===== config.mk =====
export PLATFORM = sky130hd
export DESIGN_NAME = lpddr_controller_flat
export DESIGN_NICKNAME = d
export VERILOG_FILES = /design/src/rtl/lpddr_pkg.sv /design/src/rtl/lpddr_link_if.sv /design/src/rtl/lpddr_controller.sv /design/src/flat_wrapper.sv
export VERILOG_INCLUDE_DIRS = /design/src /design/src/rtl
export SDC_FILE = /design/constraint.sdc
export NUM_CORES = 1
export LEC_CHECK = 0
export BUFFER_PORTS_ARGS = -buffer_cell sky130_fd_sc_hd__buf_4
export CAP_MARGIN = 30
export CORE_MARGIN = 3
export CORE_UTILIZATION = 45
export CTS_CLUSTER_DIAMETER = 30
export DETAILED_ROUTE_END_ITERATION = 7
export GPL_TIMING_DRIVEN = 1
export MAX_ROUTING_LAYER = met4
export SLEW_MARGIN = 20
export SYNTH_ARGS = -nofsm -noshare
export SYNTH_HDL_FRONTEND = slang
export SYNTH_SLANG_ARGS = --single-unit

===== constraint.sdc =====
create_clock -name ref_clk -period 8.09 [get_ports ref_clk]
set_clock_uncertainty 0.2 [all_clocks]
set_input_delay 0.809 -clock ref_clk [delete_from_list [all_inputs] [get_ports ref_clk]]
set_output_delay 0.809 -clock ref_clk [all_outputs]
set_load 0.1 [all_outputs]

===== src/rtl/lpddr_cfg.svh =====
`ifndef LPDDR_CFG_SVH
`define LPDDR_CFG_SVH

// ----------------------------------------
// link geometry
// ----------------------------------------
`define ADDR_W 14
`define DQ_W 16
`define LANES 2
`define BANKS 4
`define COL_W 10
`define AP_BIT 10
`define BURST_LEN 4'h4
`define MEM_WORDS 64
`define STATUS_BANK 2'h3

// ----------------------------------------
// timing, 10 MHz clock
// ----------------------------------------
`define CLK_PERIOD_NS 100
`define T_MRD_NS 200
`define T_RP_NS 300
`define T_RFC_NS 800
`define T_WR_NS 200
`define CYCLES(ns) (((ns) + `CLK_PERIOD_NS - 1) / `CLK_PERIOD_NS)
`define MRD_CYC `CYCLES(`T_MRD_NS)
`define RP_CYC `CYCLES(`T_RP_NS)
`define RFC_CYC `CYCLES(`T_RFC_NS)
`define WR_CYC `CYCLES(`T_WR_NS)

// ----------------------------------------
// controller register map and fields
// ----------------------------------------
`define REG_CMD 4'h0
`define REG_ADDR 4'h1
`define REG_MASK 4'h2
`define REG_STATUS 4'h3
`define REG_WBUF_HI 2'h2
`define REG_RBUF_HI 2'h3
`define CMD_OP_LSB 0
`define CMD_BANK_LSB 4
`define CMD_AP_BIT 6
`define ST_ERR_BIT 7

`endif


===== src/rtl/lpddr_pkg.sv =====
`include "lpddr_cfg.svh"

package lpddr_pkg;

  // {ras_n, cas_n, we_n} with the chip selected
  typedef enum logic [2:0] {
    cmd_no_operation = 3'b111,
    cmd_activate = 3'b011,
    cmd_read = 3'b101,
    cmd_write = 3'b100,
    cmd_terminate = 3'b110,
    cmd_precharge = 3'b010,
    cmd_refresh = 3'b001,
    cmd_mode_load = 3'b000
  } cmd_type;

  typedef enum logic [1:0] {
    pwr_on = 2'b00,
    pwr_self_refresh = 2'b01,
    pwr_deep_power_down = 2'b10
  } pwr_type;

  typedef enum logic [3:0] {
    op_activate = 4'b0000,
    op_read = 4'b0001,
    op_write = 4'b0010,
    op_precharge = 4'b0011,
    op_terminate = 4'b0100,
    op_refresh = 4'b0101,
    op_mode_load = 4'b0110,
    op_self_refresh = 4'b0111,
    op_deep_power_down = 4'b1000,
    op_wake = 4'b1001
  } op_type;

  typedef enum logic [2:0] {
    st_idle = 3'b000,
    st_write = 3'b001,
    st_read = 3'b010,
    st_wait = 3'b011,
    st_sleep = 3'b100,
    st_wake = 3'b101
  } ctrl_state_type;

  typedef struct packed {
    logic [`BANKS-1:0] open;
    logic [`BANKS-1:0][`ADDR_W-1:0] row;
    logic [3:0] burst_left;
    logic burst_wr;
    logic burst_ap;
    logic [1:0] burst_bank;
    logic [`COL_W-1:0] burst_col;
    pwr_type pwr;
    logic [`ADDR_W-1:0] ref_row;
    logic [3:0] ref_busy;
    logic [2:0][`ADDR_W-1:0] mode;
    logic [`DQ_W-1:0] rdata;
    logic rvalid;
  } mem_state_type;

  typedef struct packed {
    ctrl_state_type st;
    logic [3:0] timer;
    logic [1:0] beat;
    logic self_ref;
    logic rd_ap;
    logic [1:0] acc_bank;
    logic [`BANKS-1:0] open;
    logic err;
    logic [`ADDR_W-1:0] addr_reg;
    logic [`LANES-1:0] mask_reg;
    logic [3:0][`DQ_W-1:0] wbuf;
    logic [3:0][`DQ_W-1:0] rbuf;
    logic [`DQ_W-1:0] sw_rdata;
    logic cs_n;
    logic [2:0] cmd;
    logic cke;
    logic [1:0] ba;
    logic [`ADDR_W-1:0] addr;
    logic [`DQ_W-1:0] dq;
    logic [`LANES-1:0] dm;
  } ctrl_state_type_all_type;

endpackage


===== src/rtl/lpddr_link_if.sv =====
`timescale 1ns/1ns
`include "lpddr_cfg.svh"

interface lpddr_link_if;
  logic cs_n;
  logic ras_n;
  logic cas_n;
  logic we_n;
  logic cke;
  logic [1:0] bank_select;
  logic [`ADDR_W-1:0] addr;
  logic [`DQ_W-1:0] dq_wr;
  logic [`LANES-1:0] write_mask;
  logic [`DQ_W-1:0] dq_rd;
  logic rd_valid;

  modport mem_end (
    input cs_n, ras_n, cas_n, we_n, cke, bank_select, addr, dq_wr, write_mask,
    output dq_rd, rd_valid
  );
  modport ctrl_end (
    output cs_n, ras_n, cas_n, we_n, cke, bank_select, addr, dq_wr, write_mask,
    input dq_rd, rd_valid
  );
endinterface


===== src/rtl/lpddr_controller.sv =====
// Our own choices: the register offsets and the address-and-strobe port.
`timescale 1ns/1ns
`include "lpddr_cfg.svh"

module lpddr_controller (
  input wire logic ref_clk,
  input wire logic rst_n,
  input wire logic clk_en,
  input wire logic [3:0] sw_addr,
  input wire logic [`DQ_W-1:0] sw_wdata,
  input wire logic sw_wr,
  input wire logic sw_rd,
  output logic [`DQ_W-1:0] sw_rdata,
  lpddr_link_if.ctrl_end link
);

  // ----------------------------------------
  // state
  // ----------------------------------------
  lpddr_pkg::ctrl_state_type_all_type q;
  lpddr_pkg::ctrl_state_type_all_type d;
  lpddr_pkg::op_type op;
  logic [1:0] ba;
  logic ap;
  logic go;
  logic bad;

  assign op = lpddr_pkg::op_type'(sw_wdata[`CMD_OP_LSB +: 4]);
  assign ba = sw_wdata[`CMD_BANK_LSB +: 2];
  assign ap = sw_wdata[`CMD_AP_BIT];
  assign go = sw_wr && sw_addr == `REG_CMD;

  task automatic issue(input lpddr_pkg::cmd_type c, input logic ck);
    d.cs_n = 1'b0;
    d.cmd = c;
    d.cke = ck;
  endtask

  always_comb begin
    d = q;
    bad = 1'b0;
    d.cs_n = 1'b1;
    d.cmd = lpddr_pkg::cmd_no_operation;
    // ----------------------------------------
    // register port
    // ----------------------------------------
    if (sw_rd) begin
      unique case (sw_addr[3:2])
        `REG_WBUF_HI: d.sw_rdata = q.wbuf[sw_addr[1:0]];
        `REG_RBUF_HI: d.sw_rdata = q.rbuf[sw_addr[1:0]];
        default: begin
          unique case (sw_addr)
            `REG_ADDR: d.sw_rdata = `DQ_W'(q.addr_reg);
            `REG_MASK: d.sw_rdata = `DQ_W'(q.mask_reg);
            `REG_STATUS: d.sw_rdata = {8'h00, q.err, q.st == lpddr_pkg::st_sleep,
              q.st != lpddr_pkg::st_idle, 1'b0, q.open};
            default: d.sw_rdata = '0;
          endcase
        end
      endcase
    end
    if (sw_wr) begin
      unique case (sw_addr[3:2])
        `REG_WBUF_HI: d.wbuf[sw_addr[1:0]] = sw_wdata;
        `REG_RBUF_HI: d.err = q.err;
        default: begin
          unique case (sw_addr)
            `REG_ADDR: d.addr_reg = sw_wdata[`ADDR_W-1:0];
            `REG_MASK: d.mask_reg = sw_wdata[`LANES-1:0];
            `REG_STATUS: d.err = q.err & ~sw_wdata[`ST_ERR_BIT];
            default: d.err = q.err;
          endcase
        end
      endcase
    end
    // ----------------------------------------
    // command sequencer
    // ----------------------------------------
    if (q.timer != 4'h0) begin
      d.timer = q.timer - 4'h1;
    end
    unique case (q.st)
      lpddr_pkg::st_idle: begin
        d.cke = 1'b1;
        if (go) begin
          d.ba = ba;
          d.addr = q.addr_reg;
          d.acc_bank = ba;
          d.beat = 2'h0;
          unique case (op)
            lpddr_pkg::op_activate: begin
              if (q.open[ba]) begin
                bad = 1'b1;
              end else begin
                issue(lpddr_pkg::cmd_activate, 1'b1);
                d.open[ba] = 1'b1;
              end
            end
            lpddr_pkg::op_read,
            lpddr_pkg::op_write: begin
              if (!q.open[ba]) begin
                bad = 1'b1;
              end else begin
                d.addr[`AP_BIT] = ap;
                d.rd_ap = ap;
                if (op == lpddr_pkg::op_read) begin
                  issue(lpddr_pkg::cmd_read, 1'b1);
                  d.st = lpddr_pkg::st_read;
                end else begin
                  issue(lpddr_pkg::cmd_write, 1'b1);
                  d.st = lpddr_pkg::st_write;
                end
              end
            end
            lpddr_pkg::op_precharge: begin
              issue(lpddr_pkg::cmd_precharge, 1'b1);
              d.addr[`AP_BIT] = ap;
              if (ap) begin
                d.open = '0;
              end else begin
                d.open[ba] = 1'b0;
              end
              d.timer = 4'(`RP_CYC);
              d.st = lpddr_pkg::st_wait;
            end
            lpddr_pkg::op_refresh,
            lpddr_pkg::op_mode_load,
            lpddr_pkg::op_self_refresh,
            lpddr_pkg::op_deep_power_down: begin
              // all these need every bank idle
              if (q.open != '0) begin
                bad = 1'b1;
              end else if (op == lpddr_pkg::op_refresh) begin
                issue(lpddr_pkg::cmd_refresh, 1'b1);
                d.timer = 4'(`RFC_CYC);
                d.st = lpddr_pkg::st_wait;
              end else if (op == lpddr_pkg::op_mode_load) begin
                issue(lpddr_pkg::cmd_mode_load, 1'b1);
                d.timer = 4'(`MRD_CYC);
                d.st = lpddr_pkg::st_wait;
              end else begin
                // only reached with no burst running
                d.self_ref = (op == lpddr_pkg::op_self_refresh);
                issue(d.self_ref ? lpddr_pkg::cmd_refresh : lpddr_pkg::cmd_terminate,
                  1'b0);
                d.st = lpddr_pkg::st_sleep;
              end
            end
            default: bad = 1'b1;
          endcase
        end
      end
      lpddr_pkg::st_write: begin
        d.dq = q.wbuf[q.beat];
        d.dm = q.mask_reg;
        d.beat = q.beat + 2'h1;
        if (q.beat == 2'(`BURST_LEN - 4'h1)) begin
          if (q.rd_ap) begin
            d.open[q.acc_bank] = 1'b0;
          end
          d.timer = 4'(`WR_CYC) + (q.rd_ap ? 4'(`RP_CYC) : 4'h0);
          d.st = lpddr_pkg::st_wait;
        end
        bad = go;
      end
      lpddr_pkg::st_read: begin
        if (link.rd_valid) begin
          d.rbuf[q.beat] = link.dq_rd;
          d.beat = q.beat + 2'h1;
          if (q.beat == 2'(`BURST_LEN - 4'h1)) begin
            if (q.rd_ap) begin
              d.open[q.acc_bank] = 1'b0;
            end
            d.timer = q.rd_ap ? 4'(`RP_CYC) : 4'h0;
            d.st = lpddr_pkg::st_wait;
          end
        end
        if (go) begin
          // truncating an auto-precharge read is undefined at the far end
          if (op == lpddr_pkg::op_terminate && !q.rd_ap) begin
            issue(lpddr_pkg::cmd_terminate, 1'b1);
            d.st = lpddr_pkg::st_idle;
          end else begin
            bad = 1'b1;
          end
        end
      end
      lpddr_pkg::st_wait: begin
        if (q.timer <= 4'h1) begin
          d.st = lpddr_pkg::st_idle;
        end
        bad = go;
      end
      lpddr_pkg::st_sleep: begin
        d.cke = 1'b0;
        if (go) begin
          if (op == lpddr_pkg::op_wake) begin
            d.cke = 1'b1;
            d.open = '0;
            d.st = q.self_ref ? lpddr_pkg::st_wake : lpddr_pkg::st_idle;
          end else begin
            bad = 1'b1;
          end
        end
      end
      lpddr_pkg::st_wake: begin
        issue(lpddr_pkg::cmd_refresh, 1'b1);
        d.timer = 4'(`RFC_CYC);
        d.st = lpddr_pkg::st_wait;
        bad = go;
      end
      default: d.st = lpddr_pkg::st_idle;
    endcase
    if (bad) begin
      d.err = 1'b1;
    end
  end

  always_ff @(posedge ref_clk or negedge rst_n) begin
    if (!rst_n) begin
      q <= '0;
      q.cs_n <= 1'b1;
      q.cmd <= lpddr_pkg::cmd_no_operation;
      q.mask_reg <= '0;
    end else if (clk_en) begin
      q <= d;
    end
  end

  assign sw_rdata = q.sw_rdata;
  assign link.cs_n = q.cs_n;
  assign link.ras_n = q.cmd[2];
  assign link.cas_n = q.cmd[1];
  assign link.we_n = q.cmd[0];
  assign link.cke = q.cke;
  assign link.bank_select = q.ba;
  assign link.addr = q.addr;
  assign link.dq_wr = q.dq;
  assign link.write_mask = q.dm;

endmodule


===== src/flat_wrapper.sv =====
// flat-port wrapper written by rule: the top's interface ports become plain ports
module lpddr_controller_flat 
  (ref_clk, rst_n, clk_en, sw_addr, sw_wdata, sw_wr, sw_rd, sw_rdata, link_cs_n, link_ras_n, link_cas_n, link_we_n, link_cke, link_bank_select, link_addr, link_dq_wr, link_write_mask, link_dq_rd, link_rd_valid);
  lpddr_link_if link_i ();
  input wire logic ref_clk;
  input wire logic rst_n;
  input wire logic clk_en;
  input wire logic [3:0] sw_addr;
  input wire logic [`DQ_W-1:0] sw_wdata;
  input wire logic sw_wr;
  input wire logic sw_rd;
  output logic [`DQ_W-1:0] sw_rdata;
  output wire logic [$bits(link_i.cs_n)-1:0] link_cs_n;
  output wire logic [$bits(link_i.ras_n)-1:0] link_ras_n;
  output wire logic [$bits(link_i.cas_n)-1:0] link_cas_n;
  output wire logic [$bits(link_i.we_n)-1:0] link_we_n;
  output wire logic [$bits(link_i.cke)-1:0] link_cke;
  output wire logic [$bits(link_i.bank_select)-1:0] link_bank_select;
  output wire logic [$bits(link_i.addr)-1:0] link_addr;
  output wire logic [$bits(link_i.dq_wr)-1:0] link_dq_wr;
  output wire logic [$bits(link_i.write_mask)-1:0] link_write_mask;
  input wire logic [$bits(link_i.dq_rd)-1:0] link_dq_rd;
  input wire logic [$bits(link_i.rd_valid)-1:0] link_rd_valid;
  assign link_cs_n = link_i.cs_n;
  assign link_ras_n = link_i.ras_n;
  assign link_cas_n = link_i.cas_n;
  assign link_we_n = link_i.we_n;
  assign link_cke = link_i.cke;
  assign link_bank_select = link_i.bank_select;
  assign link_addr = link_i.addr;
  assign link_dq_wr = link_i.dq_wr;
  assign link_write_mask = link_i.write_mask;
  assign link_i.dq_rd = link_dq_rd;
  assign link_i.rd_valid = link_rd_valid;
  lpddr_controller u_core (.ref_clk(ref_clk), .rst_n(rst_n), .clk_en(clk_en), .sw_addr(sw_addr), .sw_wdata(sw_wdata), .sw_wr(sw_wr), .sw_rd(sw_rd), .sw_rdata(sw_rdata), .link(link_i));
endmodule

==> flow_metrics.env, run 1 <==
export IMPL_status="completed"
export IMPL_postRouteAntennaNets=0
export IMPL_worst_slack_ns=4.91
export IMPL_root_buffer="clkbuf_16"
export IMPL_crit_type="register to register"
export IMPL_wl_per_cell_um=21.9
export IMPL_r2r_cells=6
export IMPL_placed_area_um2=11800
export IMPL_yosys_warnings=0
export IMPL_synth_edf_count=0
export IMPL_rsz0062_at_grt="no"
export IMPL_gp_congestion=0.915
export IMPL_post_cts_buffers=0
export IMPL_synth_flop_cell="dfrtp_1"
export IMPL_period_needed_ns=3.18
export IMPL_wl_um=28200
export IMPL_grt_pass1_wl_um=44400
export IMPL_max_freq_ghz=0.315
export IMPL_die_x_um=164
export IMPL_slew_headroom_pct=34.2
export IMPL_rrSetupSlack_ns=4.91
export IMPL_reg2reg_from="u_core.q[209]"
export IMPL_grt_pass1_vias=7679
export IMPL_num_fill_cells=2067
export IMPL_maxCapViolCount=0
export IMPL_hold_class="input port to asynchronous set/reset pin"
export IMPL_crit_path_top_delay_cell="dfrtp_1"
export IMPL_drt_initial_drc_count=473
export IMPL_powerDensity_nw_per_um2=370
export IMPL_pre_cts_slack_ns=4.07
export IMPL_initial_core_util_pct=45.9
export IMPL_fp_dieH_um=164
export IMPL_postCtsHoldBufs=0
export IMPL_viasPerCell=5.83
export IMPL_syn_nets=931
export IMPL_fin_setup_tns_ns=0
export IMPL_die_area_um2=26800
export IMPL_tightest_slew_ns=0.988
export IMPL_critPathMaxFanout=19
export IMPL_syn_area_um2=11200
export IMPL_fin_area_um2=13500
export IMPL_largest_register_ffs=162
export IMPL_cts_buffers=48
export IMPL_htree_levels=2
export IMPL_slew_violations=0
export IMPL_route_detailed_drc=0
export IMPL_regArea_um2=5390
export IMPL_leakagePower_nw=5.98
export IMPL_grt_overflow=0
export IMPL_grt_start_max_net_pins=97
export IMPL_dr_pass1_iters=5
export IMPL_slowest_delay_ns=0.98
export IMPL_cp_required_ns=8.30
export IMPL_rows=57
export IMPL_r2r_end="u_core.q[216]"
export IMPL_path_clk_slew_ns=0.05
export IMPL_ios=97
export IMPL_setup_viol_count_final=0
export IMPL_finalNetCount=974
export IMPL_antennaDiodeCount=0
export IMPL_worst_setup_path_start_kind="register"
export IMPL_antenna_found_initial=0
export IMPL_ys_ff_latch=215
export IMPL_async_flop_share_pct=100
export IMPL_vias=7516
export IMPL_dp_hpwl_um=18100
export IMPL_fin_crit_sh_pct=39.3
export IMPL_cp_end_kind="register"
export IMPL_syn_to_final_growth_pct=20.4
export IMPL_post_cts_resized=0
export IMPL_worstSkewPairLatency_ns=0.55
export IMPL_ir_drop_v=0.000232
export IMPL_core_um2=24400
export IMPL_top_register="u_core.q"
export IMPL_crit_chain="ha_1 > nor2b_1 > nor2_1 > a221o_1 > or2_1 > a211o_1"
export IMPL_layout_drive_gt1_share_pct=46.8
export IMPL_tritoncts="done"
export IMPL_synth_seq_area_share_pct=48.1
export IMPL_multi_input_area_um2=5140
export IMPL_clockBufferDepth=3
export IMPL_postSynthAreaPerCell_um2=12.7
export IMPL_fin_hold_ws_ns=0.0909
export IMPL_synthCells=883
export IMPL_p_total_mw=4.98
export IMPL_hold_violations=0
export IMPL_yosysUniqueCellTypes=70
export IMPL_grt_usage_pct=22.0
export IMPL_arrival_ns=3.39
export IMPL_cts_sinks=215
export IMPL_portBuffers=96
logic make-up after synthesis:
kind of cell / synth area share [%]
compound gates: 8.20
flops: 48.1
mux: 30.0
simple gates: 6.67
fa+ha+maj: 0.771
xor+xnor: 0.156
buf+inv: 6.14
synth_stat cells, types with 3 or more instances:
master,count,share of area (%)
nor2_1,24,0.80
o22ai_1,3,0.17
o211a_1,3,0.27
or3_1,5,0.28
nor2b_1,8,0.45
mux2i_1,7,0.63
a31oi_1,10,0.56
nand2_2,4,0.22
buf_2,21,0.94
ha_1,6,0.67
o31ai_1,11,0.74
nor3_1,14,0.63
dfrtp_1,211,47
o211ai_1,3,0.20
nand2b_1,5,0.28
mux2_2,194,20
a2bb2oi_1,4,0.31
o21ai_0,44,2.0
and2_1,3,0.17
nand4_1,5,0.28
nand3_1,11,0.49
buf_1,11,0.37
a222oi_1,4,0.36
a211o_1,3,0.23
clkbuf_1,31,1.0
dfstp_2,4,0.94
buf_4,50,3.4
nand2_1,41,1.4
a22oi_1,9,0.60
a21oi_1,23,1.0
and3_1,3,0.17
nand3b_1,4,0.27
inv_1,12,0.40
mux4_2,49,9.9
cell usage in the layout, fill, tap and decap left out, types with 5 or more instances in the layout:
cell type and count:
a22oi_1 9, clkbuf_8 10, or3_1 5, nand2b_1 5
clkbuf_16 49, inv_1 12, a21oi_1 23, o31ai_1 11
clkinvlp_4 9, a31oi_1 10, clkbuf_1 6, nand4_1 5
clkinv_2 9, mux2_2 194, nor2b_1 7, o21ai_0 44
mux4_2 49, nand3_1 11, nor2_1 24, buf_4 103
mux2i_1 7, nand2_1 41, dfrtp_1 211, nor3_1 14
ha_1 6
cell type report:
type	instances	share of cell area, %
Inverter	12	0.334
Multi-Input combinational cell	542	38.1
Timing Repair Buffer	107	6.24
Clock buffer	65	10.3
Clock inverter	25	2.13
Sequential cell	215	39.9
Tap cell	324	3.01
power breakdown:
part	switching, mW	internal [mW]	total [mW]	leakage [nW]
Sequential	0.215	1.39	1.60	2.77
Clock	0.621	1.33	1.95	0.798
Combinational	0.846	0.590	1.44	2.42
Total	1.68	3.30	4.98	5.98
worst max-delay path: cells and delay by family, from the launching register on:
family	cells	cell delay, ns
flip-flops	1	0.98
AO/OA/AOI/OAI	2	0.61
adder cells (fa/ha/maj)	1	0.59
AND/OR/NAND/NOR	3	0.67
metal layers:
layer	GRT usage [%]	vias to the layer above	routed length, um
met5	-	-	0
met4	6.38	0	601
met3	4.21	43	1820
met2	33.4	279	13200
met1	30.3	3854	12600
li1	-	3340	-
stage by stage:
stage / instances / util [%]
2_1_floorplan: 883 / -
3_3_place_gp: 1197 / 48.2
3_5_place_dp: 1198 / 48.3
4_1_cts: 1288 / 55.1
5_1_grt: 1290 / 55.3
6_report: 1290 / 55.3
how the worst max path moves through the flow:
stage,startpoint,to,slack (ns),cells after the start
floorplan,sw_addr[0],u_core.sw_rdata[2],5.43,6
global placement,sw_addr[0],u_core.q[207],4.23,6
detailed placement,sw_addr[0],u_core.q[207],4.07,6
CTS,sw_addr[0],u_core.q[207],4.68,6
global route,u_core.q[209],u_core.q[216],4.78,6
finish,u_core.q[209],u_core.q[216],4.91,6
Note: power is estimated with default switching activity, not from simulation.
==> run 2: changes to the inputs <==
Clock period 8.09 ns to 3.3 ns, I/O delays scaled along.
==> run 2 against run 1 <==
Cell area grew 3.5%. Wire length up 4.7%. Setup slack worse by 4.3 ns. Sequential share of layout area decreased by 1.3 points. Sequential cell count is the same. Die area stayed put. Cell count is 3.7% higher. Clock-buffer cell count fell by 4. Power grew 150%. Worst hold slack lost 0.067 ns. Critical path depth rose by 2. Critical path type is now input port to register. Largest power group unchanged.
==> flow_metrics.env, run 2 (synthesis gave the netlist of run 1 again) <==
export IMPL_viasPerCell=5.83
export IMPL_postRouteAntennaNets=0
export IMPL_maxCapViolCount=0
export IMPL_cp_end_kind="register"
export IMPL_multi_input_area_um2=5130
export IMPL_regArea_um2=5390
export IMPL_core_um2=24400
export IMPL_crit_chain="dlygate4sd3_1 > buf_4 > nor2b_1 > and2_0 > nand3_1 > buf_4 > nor2_1 > mux2_2"
export IMPL_dr_pass1_iters=6
export IMPL_arrival_ns=2.85
export IMPL_met2_length_um=13600
export IMPL_fin_area_um2=14000
export IMPL_rsz0062_at_grt="no"
export IMPL_critPathMaxFanout=18
export IMPL_tritoncts="done"
export IMPL_grt_start_max_net_pins=93
export IMPL_root_buffer="clkbuf_16"
export IMPL_gp_congestion=0.901
export IMPL_grt_pass1_vias=7705
export IMPL_htree_levels=2
export IMPL_worstSkewPairLatency_ns=0.54
export IMPL_setup_viol_count_final=0
export IMPL_path_clk_slew_ns=0.04
export IMPL_largest_register_ffs=162
export IMPL_wl_um=29500
export IMPL_ir_drop_v=0.000498
export IMPL_finalNetCount=1024
export IMPL_crit_type="input port to register"
export IMPL_rows=57
export IMPL_clockBufferDepth=3
export IMPL_grt_usage_pct=23.2
export IMPL_vias=7805
export IMPL_timing_critical_path_mode_cell="buf_4"
export IMPL_placed_area_um2=11900
export IMPL_ios=97
export IMPL_dp_hpwl_um=19600
export IMPL_grt_pass1_wl_um=46200
export IMPL_p_total_mw=12.5
export IMPL_worst_setup_path_start_kind="input port"
export IMPL_fin_setup_tns_ns=0
export IMPL_drt_initial_drc_count=738
export IMPL_cp_required_ns=3.50
export IMPL_wl_met1_um=13300
export IMPL_period_needed_ns=2.65
export IMPL_top_layer_used="met4"
export IMPL_hold_class="input port to register"
export IMPL_slew_headroom_pct=44.3
export IMPL_post_cts_buffers=0
export IMPL_leakagePower_nw=6.22
export IMPL_top_register="u_core.q"
export IMPL_layout_common_cells="dfrtp_1, mux2_2, buf_4, mux4_2, clkbuf_16"
export IMPL_route_detailed_drc=0
export IMPL_tightest_slew_ns=0.824
export IMPL_cts_buffers=47
export IMPL_slew_violations=0
export IMPL_syn_to_final_growth_pct=24.6
export IMPL_grt_overflow=0
export IMPL_hold_violations=0
export IMPL_cts_sinks=215
export IMPL_powerDensity_nw_per_um2=892
export IMPL_fin_crit_sh_pct=80.2
export IMPL_portBuffers=96
export IMPL_antenna_found_initial=0
export IMPL_die_area_um2=26800
export IMPL_utilization_pct=57.2
export IMPL_max_freq_ghz=0.378
export IMPL_slowest_delay_ns=0.54
export IMPL_fp_dieH_um=164
export IMPL_status="completed"
export IMPL_post_cts_resized=0
export IMPL_wl_per_cell_um=22.1
export IMPL_crit_path_top_delay_cell="dlygate4sd3_1"
export IMPL_antennaDiodeCount=0
export IMPL_num_fill_cells=2016
export IMPL_die_x_um=164
export IMPL_final_common_cell="dfrtp_1"
export IMPL_layout_drive_gt1_share_pct=46.1
export IMPL_fin_hold_ws_ns=0.0237
export IMPL_initial_core_util_pct=45.9
export IMPL_wl_met3_um=1970
[run 2: changes by cell type in the layout (fill, tap and decap cells not counted), moves of 2 or more]
cell	before	now
clkinvlp_4	9	6
bufinv_16	4	7
buf_12	0	2
clkbuf_8	10	7
dlygate4sd3_1	0	32
buf_4	103	122
[run 2: layout make-up]
class	instances	share of cell area (%)
Sequential cell	215	38.6
Clock inverter	26	2.61
Timing Repair Buffer	158	9.36
Inverter	12	0.323
Multi-Input combinational cell	542	36.8
Tap cell	324	2.90
Clock buffer	61	9.46
[run 2: path summary, 6_finish.rpt]
path / from / to / slack [ns] / cells past startpoint
worst max-delay path: sw_wr / u_core.q[206] / 0.65 / 8
worst min-delay path: clk_en / u_core.link.cas_n / 0.02 / 3
worst max register to register: u_core.q[216] / u_core.q[94] / 0.80 / 5
worst min register to register: u_core.sw_rdata[11] / u_core.sw_rdata[11] / 0.28 / 2
max in group asynchronous: rst_n / u_core.q[141] / 1.79 / 3
min in group asynchronous: rst_n / u_core.q[211] / 0.20 / 2
[run 2: critical path: cells and delay by family]
family        cells  cell delay [ns]
simple gates      4             1.21
buf+inv           3             0.96
mux               1             0.34
[run 2: power breakdown]
| group | switching (mW) | internal (mW) |
|---|---|---|
| Combinational | 2.17 | 1.51 |
| Clock | 1.52 | 3.36 |
| Sequential | 0.488 | 3.40 |
| Total | 4.18 | 8.27 |
[run 2: per-layer routing]
layer / vias to the layer above / global-route usage (%)
li1: 3450 / -
met1: 4024 / 32.9
met2: 272 / 34.5
met3: 59 / 4.62
met4: 0 / 6.15
met5: - / -
[run 2: repair_timing]
item	CTS	global route
endpoints found under the setup margin	0	0
endpoints found under the hold margin	220	0
hold buffers	32	0
[run 2: stage by stage]
stage	worst slack, ns	cells
finish	0.655	1338
global placement	0.674	1218
global route	0.532	1338
CTS	0.734	1337
floorplan	0.765	883
detailed placement	0.621	1218
==> run 3: changes to the inputs <==
Clock period 3.3 ns to 2.7 ns, I/O delays scaled along.
==> run 3 against run 2 <==
Critical path depth is the same. Combinational power grew 23%. Power grew 27%. Register-to-register slack lost 0.48 ns. Cell count grew 2.6%. Critical path type unchanged. Critical endpoint is now u_core.q[212]. Largest cell class unchanged.
==> flow_metrics.env, run 3 (synthesis gave the netlist of run 1 again) <==
export IMPL_status="completed"
export IMPL_htree_levels=2
export IMPL_timing_critical_path_mode_cell="buf_4"
export IMPL_hold_violations=0
export IMPL_crit_type="input port to register"
export IMPL_tritoncts="done"
export IMPL_slew_violations=0
export IMPL_worstSkewPairLatency_ns=0.55
export IMPL_drt_initial_drc_count=677
export IMPL_largest_register_ffs=162
export IMPL_grt_start_max_net_pins=76
export IMPL_final_common_cell="dfrtp_1"
export IMPL_dr_pass1_iters=5
export IMPL_die_area_um2=26800
export IMPL_finalNetCount=1052
export IMPL_antenna_found_initial=1
export IMPL_crit_chain="dlygate4sd3_1 > buf_4 > buf_4 > xor2_1 > a31oi_1 > nor3_1 > o31ai_1 > a211o_1"
export IMPL_worst_setup_path_start_kind="input port"
export IMPL_max_freq_ghz=0.407
export IMPL_cp_required_ns=2.93
export IMPL_cts_sinks=215
export IMPL_layout_common_cells="dfrtp_1, mux2_2, buf_4, clkbuf_16, mux4_2"
export IMPL_worst_slack_ns=0.245
export IMPL_crit_path_top_delay_cell="dlygate4sd3_1"
export IMPL_slew_headroom_pct=57.2
export IMPL_period_needed_ns=2.45
export IMPL_viasPerCell=5.79
export IMPL_crit_family="buffers and inverters"
export IMPL_ir_drop_v=0.000507
export IMPL_layout_drive_gt1_share_pct=47.2
export IMPL_num_fill_cells=1992
export IMPL_setup_viol_count_final=0
export IMPL_gp_congestion=0.938
export IMPL_maxCapViolCount=0
export IMPL_tightest_slew_ns=0.642
export IMPL_grt_overflow=0
export IMPL_grt_usage_pct=23.7
export IMPL_clockBufferDepth=3
export IMPL_pre_cts_slack_ns=0.239
export IMPL_critPathMaxFanout=14
export IMPL_fp_dieH_um=164
export IMPL_fin_setup_tns_ns=0
export IMPL_fin_crit_sh_pct=90.9
export IMPL_syn_to_final_growth_pct=28.1
export IMPL_rsz0062_at_grt="no"
export IMPL_postRouteAntennaNets=0
export IMPL_path_clk_slew_ns=0.05
export IMPL_fin_area_um2=14300
export IMPL_leakagePower_nw=6.41
export IMPL_core_um2=24400
export IMPL_arrival_ns=2.68
export IMPL_top_register="u_core.q"
export IMPL_ios=97
export IMPL_postCtsHoldBufs=38
export IMPL_vias=7944
export IMPL_p_total_mw=15.8
export IMPL_critPathBufInv=3
export IMPL_placed_area_um2=12100
export IMPL_grt_pass1_vias=8136
export IMPL_route_detailed_drc=0
export IMPL_post_cts_resized=0
export IMPL_initial_core_util_pct=45.9
export IMPL_die_x_um=164
export IMPL_wl_per_cell_um=22.0
export IMPL_hold_class="input port to asynchronous set/reset pin"
export IMPL_root_buffer="clkbuf_16"
export IMPL_rows=57
export IMPL_wl_um=30300
export IMPL_post_cts_buffers=0
export IMPL_portBuffers=96
export IMPL_powerDensity_nw_per_um2=1100
export IMPL_grt_pass1_wl_um=47600
export IMPL_cp_end_kind="register"
export IMPL_cts_buffers=52
export IMPL_dp_hpwl_um=20100
export IMPL_slowest_delay_ns=0.56
==> run 3: cell types whose count changed in the layout (fill, tap and decap cells not counted), moves of 2 or more <==
cell | previous run | this run
buf_4 | 122 | 138
dlygate4sd3_1 | 32 | 38
clkbuf_16 | 48 | 53
clkinvlp_4 | 6 | 11
clkbuf_8 | 7 | 3
buf_12 | 2 | 4
bufinv_16 | 7 | 9
clkinv_2 | 9 | 11
inv_16 | 0 | 2
==> run 3: layout make-up <==
cell class,count,area (um^2),share of cell area [%]
clock inverter,36,474,3.31
clock buffer,62,1390,9.69
inverter,12,45.0,0.314
tap,324,405,2.83
sequential,215,5390,37.5
timing repair buffer,181,1510,10.5
antenna,1,2.50,0.0174
multi-input combinational,542,5130,35.8
==> run 3: where the power goes <==
group	total [mW]	internal [mW]	switching, mW
logic	4.54	1.88	2.66
registers	4.73	4.15	0.581
clock network	6.57	4.54	2.02
==> run 3: stage by stage <==
step                hold slack, ns  std cells  utilization, %
floorplan                   -0.226        883               -
global placement             0.113       1236            49.6
detailed placement           0.109       1236            49.6
CTS                          0.121       1372            58.8
global route                 0.151       1373            58.8
finish                      0.0937       1373            58.8
==> run 3: per-layer routing <==
layer,global-route usage (%),up-vias,part of all wire [%]
li1,-,3509,-
met1,33.6,4072,45
met2,34.8,306,45
met3,5.35,57,7.0
met4,6.38,0,2.1
met5,-,-,0
==> run 3: final timing paths <==
path,start,endpoint,slack [ns],cells after the start
max in group asynchronous,rst_n,u_core.q[165],1.46,3
min in group ref_clk,sw_addr[2],u_core.sw_rdata[0],0.13,4
hold reg to reg,u_core.sw_rdata[4],u_core.sw_rdata[4],0.29,2
setup / recovery,sw_wdata[1],u_core.q[212],0.25,8
setup reg to reg,u_core.q[215],u_core.q[92],0.32,5
hold / removal,rst_n,u_core.sw_rdata[4],0.09,2
